## config.mk

```make
export PLATFORM = sky130hd
export DESIGN_NAME = runaway_detector
export DESIGN_NICKNAME = d
export VERILOG_FILES = /design/src/core/watchdog_pkg.sv /design/src/core/runaway_detector.sv
export VERILOG_INCLUDE_DIRS = /design/src /design/src/core
export SDC_FILE = /design/constraint.sdc
export NUM_CORES = 1
export LEC_CHECK = 0
export ABC_CLOCK_PERIOD_IN_PS = 6100
export BUFFER_PORTS_ARGS = -buffer_cell sky130_fd_sc_hd__buf_2
export CAP_MARGIN = 10
export CORE_UTILIZATION = 50
export CTS_BUF_LIST = sky130_fd_sc_hd__clkbuf_2
export DETAILED_ROUTE_END_ITERATION = 12
export GPL_ROUTABILITY_DRIVEN = 0
export MAX_ROUTING_LAYER = met4
export PLACE_DENSITY = 0.77
export SYNTH_ARGS = -nofsm -noshare
export SYNTH_HDL_FRONTEND = slang
export SYNTH_SLANG_ARGS = --single-unit
```

## constraint.sdc

```tcl
create_clock -name aclk -period 6.1 [get_ports aclk]
set_input_delay 0.305 -clock aclk [delete_from_list [all_inputs] [get_ports aclk]]
set_output_delay 0.305 -clock aclk [all_outputs]
set_load 0.005 [all_outputs]
```

## src/core/watchdog_cfg.svh

```systemverilog
// Constants for the runaway watchdog: register map, field layout, codes
// Assumes an AXI4-Lite register bus with 32-bit data
`ifndef WATCHDOG_CFG_SVH
`define WATCHDOG_CFG_SVH

// ----------------------------------------
// Register byte addresses
// ----------------------------------------
`define WD_ADDR_W        12
`define WD_MODE_OFF      12'h300
`define WD_CMD_OFF       12'h304
`define WD_STS_OFF       12'h308
`define WD_MSK_OFF       12'h30C

// ----------------------------------------
// Mode register fields
// ----------------------------------------
`define WD_EN_BIT        7
`define WD_TP_HI         6
`define WD_TP_LO         5
`define WD_I2_BIT        2
`define WD_RC_BIT        1
`define WD_EN_RST        1'b1
`define WD_TP_RST        2'b00
`define WD_I2_RST        1'b0
`define WD_RC_RST        1'b0

// ----------------------------------------
// Command codes
// ----------------------------------------
`define WD_CODE_DISABLE  8'hB1
`define WD_CODE_CLEAR    8'h4E

// ----------------------------------------
// Status and mask bits
// ----------------------------------------
`define WD_EV_W          2
`define WD_EV_OVF        0
`define WD_EV_RST        1
`define WD_EV_RST_VAL    2'b00

// ----------------------------------------
// Counter and timing
// ----------------------------------------
`define WD_CNT_W         22
`define WD_TAP_BASE      15
`define WD_TAP_STEP      2
`define WD_GEAR_DIV      16
`define WD_SYS_PRE       2
`define WD_DIV_W         6
`define WD_RST_STATES    25
`define WD_RST_W         5

// ----------------------------------------
// Bus answers
// ----------------------------------------
`define WD_RESP_OKAY     2'b00
`define WD_RESP_SLVERR   2'b10

`endif

```

## src/core/watchdog_pkg.sv

```systemverilog
// Types shared by the runaway watchdog
// Assumes watchdog_cfg.svh is on the include path
`include "watchdog_cfg.svh"

package watchdog_pkg;

	// ----------------------------------------
	// Whole state of the watchdog
	// ----------------------------------------
	typedef struct packed {
		logic                    aw_rdy;
		logic [`WD_ADDR_W-1:0]   aw_addr;
		logic                    w_rdy;
		logic [7:0]              w_data;
		logic                    w_lane0;
		logic                    bvalid;
		logic [1:0]              bresp;
		logic                    ar_rdy;
		logic                    rvalid;
		logic [31:0]             rdata;
		logic [1:0]              rresp;
		logic                    en;
		logic [1:0]              tp;
		logic                    i2;
		logic                    reset_connect_bit;
		logic                    running;
		logic [`WD_DIV_W-1:0]    div;
		logic [`WD_CNT_W-1:0]    cnt;
		logic [`WD_RST_W-1:0]    rst_cnt;
		logic                    rst_act;
		logic [`WD_EV_W-1:0]     sts;
		logic [`WD_EV_W-1:0]     msk;
		logic                    irq;
		logic                    nmi;
	} state_type;

endpackage

```

## src/core/runaway_detector.sv

```systemverilog
// Runaway watchdog with an AXI4-Lite register slave
// Assumes one 50 MHz clock, synchronous active-low reset, power mode levels
//
// Added by the designer: the AXI4-Lite register port.
`timescale 1ns/100ps
`include "watchdog_cfg.svh"

module runaway_detector #(
	parameter int CNT_W      = `WD_CNT_W,
	parameter int TAP_BASE   = `WD_TAP_BASE,
	parameter int GEAR_DIV   = `WD_GEAR_DIV,
	parameter int RST_STATES = `WD_RST_STATES
) (
	input  wire logic                  aclk,
	input  wire logic                  aresetn,
	input  wire logic [`WD_ADDR_W-1:0] s_axi_awaddr,
	input  wire logic                  s_axi_awvalid,
	output logic                       s_axi_awready,
	input  wire logic [31:0]           s_axi_wdata,
	input  wire logic [3:0]            s_axi_wstrb,
	input  wire logic                  s_axi_wvalid,
	output logic                       s_axi_wready,
	output logic [1:0]                 s_axi_bresp,
	output logic                       s_axi_bvalid,
	input  wire logic                  s_axi_bready,
	input  wire logic [`WD_ADDR_W-1:0] s_axi_araddr,
	input  wire logic                  s_axi_arvalid,
	output logic                       s_axi_arready,
	output logic [31:0]                s_axi_rdata,
	output logic [1:0]                 s_axi_rresp,
	output logic                       s_axi_rvalid,
	input  wire logic                  s_axi_rready,
	input  wire logic                  first_idle_mode,
	input  wire logic                  second_idle_mode,
	input  wire logic                  stop_mode,
	output logic                       runaway_nmi,
	output logic                       internal_chip_reset,
	output logic                       irq
);

	// ----------------------------------------
	// Elaboration checks
	// ----------------------------------------
	localparam int TAP_TOP = TAP_BASE + 3 * `WD_TAP_STEP;
	localparam int SYS_DIV = GEAR_DIV * `WD_SYS_PRE;

	// Refused at elaboration, before any process runs
	if (CNT_W != `WD_CNT_W || TAP_TOP >= CNT_W || TAP_BASE < 1) begin : g_bad_taps
		$error("runaway_detector: counter width and taps do not fit");
	end
	if (SYS_DIV < 1 || SYS_DIV > (1 << `WD_DIV_W)) begin : g_bad_div
		$error("runaway_detector: clock divider out of range");
	end
	if (RST_STATES < 22 || RST_STATES > 29) begin : g_bad_rst
		$error("runaway_detector: internal reset length out of range");
	end

	localparam logic [`WD_DIV_W-1:0] DIV_LAST = `WD_DIV_W'(SYS_DIV - 1);
	localparam logic [`WD_RST_W-1:0] RST_LAST = `WD_RST_W'(RST_STATES - 1);

	watchdog_pkg::state_type s_r;
	watchdog_pkg::state_type s_nxt;

	// ----------------------------------------
	// Next state
	// ----------------------------------------
	always_comb begin
		logic                  tick;
		logic                  counting;
		logic                  ovf;
		logic                  do_write;
		logic [7:0]            wd;
		logic [CNT_W-1:0]      cnt_inc;
		logic [4:0]            tap;
		logic [`WD_EV_W-1:0]   ev_set;
		logic [`WD_EV_W-1:0]   ev_clr;
		tick     = 1'b0;
		counting = 1'b0;
		ovf      = 1'b0;
		do_write = 1'b0;
		wd       = 8'h00;
		cnt_inc  = '0;
		tap      = 5'h00;
		ev_set   = '0;
		ev_clr   = '0;
		s_nxt    = s_r;
		s_nxt.nmi = 1'b0;

		// Prescaler standing in for gear clock divided by two
		if (s_r.div == DIV_LAST) begin
			s_nxt.div = '0;
			tick      = 1'b1;
		end else begin
			s_nxt.div = s_r.div + `WD_DIV_W'(1);
		end

		// Power modes gate counting; second_idle_mode obeys its own bit
		counting = s_r.running && !first_idle_mode && !stop_mode
			&& !(second_idle_mode && !s_r.i2);

		// Tap overflow at 2^(15 + 2*select) prescaler ticks, 32 system clocks each
		tap     = 5'(TAP_BASE) + {2'b00, s_r.tp, 1'b0};
		cnt_inc = s_r.cnt + CNT_W'(1);
		if (tick && counting) begin
			ovf = cnt_inc[tap];
			if (ovf) begin
				s_nxt.cnt = '0;
			end else begin
				s_nxt.cnt = cnt_inc;
			end
		end
		if (ovf) begin
			s_nxt.nmi = 1'b1;
			ev_set[`WD_EV_OVF] = 1'b1;
		end

		// Internal reset pulse, counted in prescaler tick states
		if (ovf && s_r.reset_connect_bit && !s_r.rst_act) begin
			s_nxt.rst_act = 1'b1;
			s_nxt.rst_cnt = '0;
			ev_set[`WD_EV_RST] = 1'b1;
		end else if (s_r.rst_act && tick) begin
			if (s_r.rst_cnt == RST_LAST) begin
				s_nxt.rst_act = 1'b0;
			end else begin
				s_nxt.rst_cnt = s_r.rst_cnt + `WD_RST_W'(1);
			end
		end

		// ----------------------------------------
		// Write channel
		// ----------------------------------------
		if (s_r.aw_rdy && s_axi_awvalid) begin
			s_nxt.aw_rdy  = 1'b0;
			s_nxt.aw_addr = s_axi_awaddr;
		end
		if (s_r.w_rdy && s_axi_wvalid) begin
			s_nxt.w_rdy   = 1'b0;
			s_nxt.w_data  = s_axi_wdata[7:0];
			s_nxt.w_lane0 = s_axi_wstrb[0];
		end
		if (!s_r.aw_rdy && !s_r.w_rdy && !s_r.bvalid) begin
			do_write     = s_r.w_lane0;
			wd           = s_r.w_data;
			s_nxt.bvalid = 1'b1;
			s_nxt.bresp  = `WD_RESP_OKAY;
			if (s_r.aw_addr == `WD_MODE_OFF) begin
				if (do_write) begin
					s_nxt.en    = wd[`WD_EN_BIT];
					s_nxt.tp    = wd[`WD_TP_HI:`WD_TP_LO];
					s_nxt.i2    = wd[`WD_I2_BIT];
					s_nxt.reset_connect_bit = wd[`WD_RC_BIT];
					if (wd[`WD_EN_BIT])
						s_nxt.running = 1'b1;
				end
			end else if (s_r.aw_addr == `WD_CMD_OFF) begin
				if (do_write && wd == `WD_CODE_CLEAR) begin
					s_nxt.cnt = '0;
				end else if (do_write && wd == `WD_CODE_DISABLE && !s_r.en) begin
					s_nxt.running = 1'b0;
				end
				// Any other code leaves everything as it was
			end else if (s_r.aw_addr == `WD_STS_OFF) begin
				if (do_write)
					ev_clr = wd[`WD_EV_W-1:0];
			end else if (s_r.aw_addr == `WD_MSK_OFF) begin
				if (do_write)
					s_nxt.msk = wd[`WD_EV_W-1:0];
			end else begin
				s_nxt.bresp = `WD_RESP_SLVERR;
			end
		end
		if (s_r.bvalid && s_axi_bready) begin
			s_nxt.bvalid = 1'b0;
			s_nxt.aw_rdy = 1'b1;
			s_nxt.w_rdy  = 1'b1;
		end

		// New events win over a clear in the same cycle
		s_nxt.sts = (s_r.sts & ~ev_clr) | ev_set;
		s_nxt.irq = |(s_nxt.sts & s_nxt.msk);

		// ----------------------------------------
		// Read channel
		// ----------------------------------------
		if (s_r.ar_rdy && s_axi_arvalid) begin
			s_nxt.ar_rdy = 1'b0;
			s_nxt.rvalid = 1'b1;
			s_nxt.rdata  = 32'h0000_0000;
			s_nxt.rresp  = `WD_RESP_OKAY;
			if (s_axi_araddr == `WD_MODE_OFF) begin
				s_nxt.rdata[`WD_EN_BIT]          = s_r.en;
				s_nxt.rdata[`WD_TP_HI:`WD_TP_LO] = s_r.tp;
				s_nxt.rdata[`WD_I2_BIT]          = s_r.i2;
				s_nxt.rdata[`WD_RC_BIT]          = s_r.reset_connect_bit;
			end else if (s_axi_araddr == `WD_CMD_OFF) begin
				// Write-only command register reads as zero
				s_nxt.rdata = 32'h0000_0000;
			end else if (s_axi_araddr == `WD_STS_OFF) begin
				s_nxt.rdata[`WD_EV_W-1:0] = s_r.sts;
			end else if (s_axi_araddr == `WD_MSK_OFF) begin
				s_nxt.rdata[`WD_EV_W-1:0] = s_r.msk;
			end else begin
				s_nxt.rresp = `WD_RESP_SLVERR;
			end
		end
		if (s_r.rvalid && s_axi_rready) begin
			s_nxt.rvalid = 1'b0;
			s_nxt.ar_rdy = 1'b1;
		end
	end

	// ----------------------------------------
	// State register
	// ----------------------------------------
	always_ff @(posedge aclk) begin
		if (!aresetn) begin
			s_r         <= '0;
			s_r.aw_rdy  <= 1'b1;
			s_r.w_rdy   <= 1'b1;
			s_r.ar_rdy  <= 1'b1;
			s_r.en      <= `WD_EN_RST;
			s_r.running <= `WD_EN_RST;
			s_r.tp      <= `WD_TP_RST;
			s_r.i2      <= `WD_I2_RST;
			s_r.reset_connect_bit   <= `WD_RC_RST;
			s_r.sts     <= `WD_EV_RST_VAL;
			s_r.msk     <= `WD_EV_RST_VAL;
		end else begin
			s_r <= s_nxt;
		end
	end

	// ----------------------------------------
	// Outputs
	// ----------------------------------------
	assign s_axi_awready = s_r.aw_rdy;
	assign s_axi_wready  = s_r.w_rdy;
	assign s_axi_bvalid  = s_r.bvalid;
	assign s_axi_bresp   = s_r.bresp;
	assign s_axi_arready = s_r.ar_rdy;
	assign s_axi_rvalid  = s_r.rvalid;
	assign s_axi_rdata   = s_r.rdata;
	assign s_axi_rresp   = s_r.rresp;
	assign runaway_nmi   = s_r.nmi;
	// Only the internal reset; no pin toward the board exists
	assign internal_chip_reset = s_r.rst_act;
	assign irq           = s_r.irq;

endmodule

```

==> run metrics <==
status=finished, final reports clean; startpoint types=flop; Max-Cap Viols=0; placed inst area=roughly 4300 sq um; Slew HR=0.2787; Yosys reg bits=80; Tightest Hold Check Type=in -> reg; First DRT Iteration DRCs=roughly 150; CP cell instances=ha_1 -> nand3_1 -> or2_2 -> or3_1 -> nor3_4 -> and2_2; worst slew pin tran=1.079 ns; total grt overflow=0; Netlist cell types=56; Critical Path AT=between 3 and 4 ns; Worst Path Required=between 6 and 7 ns; post-synth top area share=0.3869; WL final=roughly 8300 microns; fraction of layout cells with a size suffix above 1=0.1943; Horiz. Die Dim=around 93 microns; average routed wire per standard cell=13.10 microns; setup bufs post-CTS=0; number of port buffers=a little under 60; TritonRoute pass-1 iters=5; achievable frequency=approximately 320 MHz; htree depth=3; area grow syn2layout=10.97%; Post-synth EDFFs=0; diode count=0; CP max stage delay=around 1 ns; overall fraction of global-route tracks in use=0.2113; post-synthesis mux area share=0.02690; post-synthesis async set-or-reset flop share=0; Worst path depth=6; num rows=32; simple-gate share of the synthesized area=0.2842; initial antenna violation count=0; first-pass GRT wire length=14300 microns; Mapped Cells=473; XOR/XNOR Fraction of Synth Area=0.05290; largest net degree at the start of global routing=a little under 60; CP startpoint=s_r[34]; final period utilization=0.5136; ys flop type=dfxtp_1; IO Pins=114; Slew Limit Fails=0; die area=between 8000 and 9000 sq um; reg2reg end=runaway_nmi; delay-heaviest family, CP=simple AND/OR/NAND/NOR gates; CP Capture Point=runaway_nmi; Final Cell Area=around 4600 sq um; Detailed Place HPWL=5723 microns; Max Fanout on Critical Path=22; Nets=approximately 600; P_leak=1.790 nW; cell count of the worst reg-to-reg path=6; Clock Pin Slew Worst Setup and Hold Paths=about 0.21 ns; CTS sink cnt=80; post-cts hold buffer count=15; Place WS=around 3.0 ns; hold_ws=around 0.042 ns; via density per instance=roughly 5.2; register area share after synthesis=0.3869; Worst R2R Start=s_r[34]; CTS Buf Count=9; DRT antenna net count=0; setup TNS=0 ns; die height=92.99 microns; Root Buffer=clkbuf_2; min Tclk post-route=approximately 3.1 ns; vias in the first global route=3225; RSZ-0062 raised after global routing=false; Initial Util=0.5274; Synth Cell Area=between 4000 and 5000 sq um; Synth Area in Compound Gates=0.1306; average cell area after synthesis=8.750 sq um; core box area=7848 sq um; Clock Skew=around 0.017 ns; worst path bufs/invs=0; PnR worst setup slack=roughly 3.0 ns; Ys Warns=0; # resized after CTS=0; # DRC=0; PwrDens=between 200 and 250 nW/um^2; Final Hold Vio Count=0; TritonCTS clock tree=done; crit end category=flop; largest family of logic cells by synthesized area=simple AND/OR/NAND/NOR gates; post-synthesis adder-cell area fraction=0.01511; fin util=0.5853; clock latency at the later pin of the worst-skew pair=between 0.5 and 0.6 ns; Synth area leader=dfxtp_1; critical path class=reg -> reg; Final setup viols=0; r2r setup slk=roughly 3 ns; Clock Path Buffers=2; worst-case vdd ir drop=about 160 uV; Vias=between 3000 and 4000; Crit-path slowest cell=nor3_4; Synth area leaders=dfxtp_1 (39%), buf_4 (6.7%), nand2_1 (5.9%)
## how the worst min path moves through the flow
| stage | from | end | depth (start not counted) |
|---|---|---|---|
| after floorplan | s_axi_awvalid | s_axi_awready | 1 |
| after CTS | s_axi_wdata[4] | s_r[90] | 3 |
| after global placement | s_r[34] | s_r[34] | 1 |
| after global routing | s_axi_wdata[0] | s_r[86] | 3 |
| after detailed placement | s_r[34] | s_r[34] | 1 |
| final | s_axi_wdata[4] | s_r[90] | 3 |
## stage by stage
step / cells / total power [mW]
final: 632 / 0.9719
after global routing: 632 / 1.015
after CTS: 632 / 0.9796
after detailed placement: 602 / 0.6198
after global placement: 602 / 0.6171
after floorplan: 500 / 0.6073
## routing by layer
layer,part of all wire,GRT usage,wire length [microns]
met4,0.013,0.05128,104
met3,0.036,0.06179,298
met1,0.46,0.2465,3768
met2,0.50,0.3578,4107
met5,0,-,0
## tightest hold or removal path: stages
cell and delay [ns]:
buf_2 0.10, nand3_1 0.06, a21boi_0 0.07
## power by group
part | total, mW | internal [mW] | switching, mW
logic | 0.0693 | 0.0334 | 0.0359
clock network | 0.354 | 0.177 | 0.178
registers | 0.548 | 0.537 | 0.0116
## flip-flops by register name (all words and copies together), names as in the netlist
signal and count:
s_axi_rvalid 1, s_axi_awready 1, s_axi_arready 1, s_r 64, s_axi_wready 1, s_axi_bvalid 1, internal_chip_reset 1, s_axi_rdata 6
s_axi_bresp 1, runaway_nmi 1, s_axi_rresp 1, irq 1
## area by class of cell
class                   instances  area, sq um
fillers                       701         3254
multi-input cells             350         2218
flip-flops and latches         80         1602
repair buffers                 74        447.9
well taps                     102        127.6
clock inverters                 5        106.4
clock buffers                  10        50.05
inverters                      11        41.29
## synth_stat cells (all sizes together), types with 5 or more instances
| cell | number |
|---|---|
| nand3 | 25 |
| nand2 | 65 |
| mux2i | 10 |
| and2 | 12 |
| clkbuf | 17 |
| a21oi | 18 |
| buf | 42 |
| nor3 | 28 |
| nand4 | 11 |
| a21boi | 22 |
| nor2b | 17 |
| xnor2 | 14 |
| dfxtp | 80 |
| and3 | 7 |
| o22ai | 6 |
| and4 | 5 |
| a22oi | 5 |
| inv | 11 |
| ha | 5 |
| o21ai | 7 |
| nor2 | 14 |
| xor2 | 11 |
## kinds of logic (layout without fill, tap and decap cells)
| group | count (synthesis) | after routing |
|---|---|---|
| AND/OR/NAND/NOR | 207 | 207 |
| flip-flops | 80 | 80 |
| AO/OA/AOI/OAI | 74 | 74 |
| buffers and inverters | 70 | 100 |
| XOR/XNOR | 25 | 25 |
| multiplexers | 11 | 11 |
| adder cells (fa/ha/maj) | 5 | 5 |
| other | 1 | 28 |
## layout by cell type, fill, tap and decap left out, types with 5 or more instances in the layout
cell type      netlist  final
a21boi_0            22     22
a21oi_1             17     17
a22oi_1              5      5
and2_1              10     10
and3_1               6      6
buf_2                0     58
clkbuf_2             0     10
conb_1               1     28
dfxtp_1             80     80
dlygate4sd3_1        0     15
ha_1                 5      5
inv_1               11     11
mux2i_1             10     10
nand2_1             65     65
nand3_1             24     24
nand4_1             10     10
nor2_1              14     14
nor2b_1             17     17
nor3_1              15     15
nor3_2              12     12
o21ai_0              7      6
o22ai_1              6      6
xnor2_1             14     14
xor2_1              11     11
Note: power is estimated with default switching activity, not from simulation.
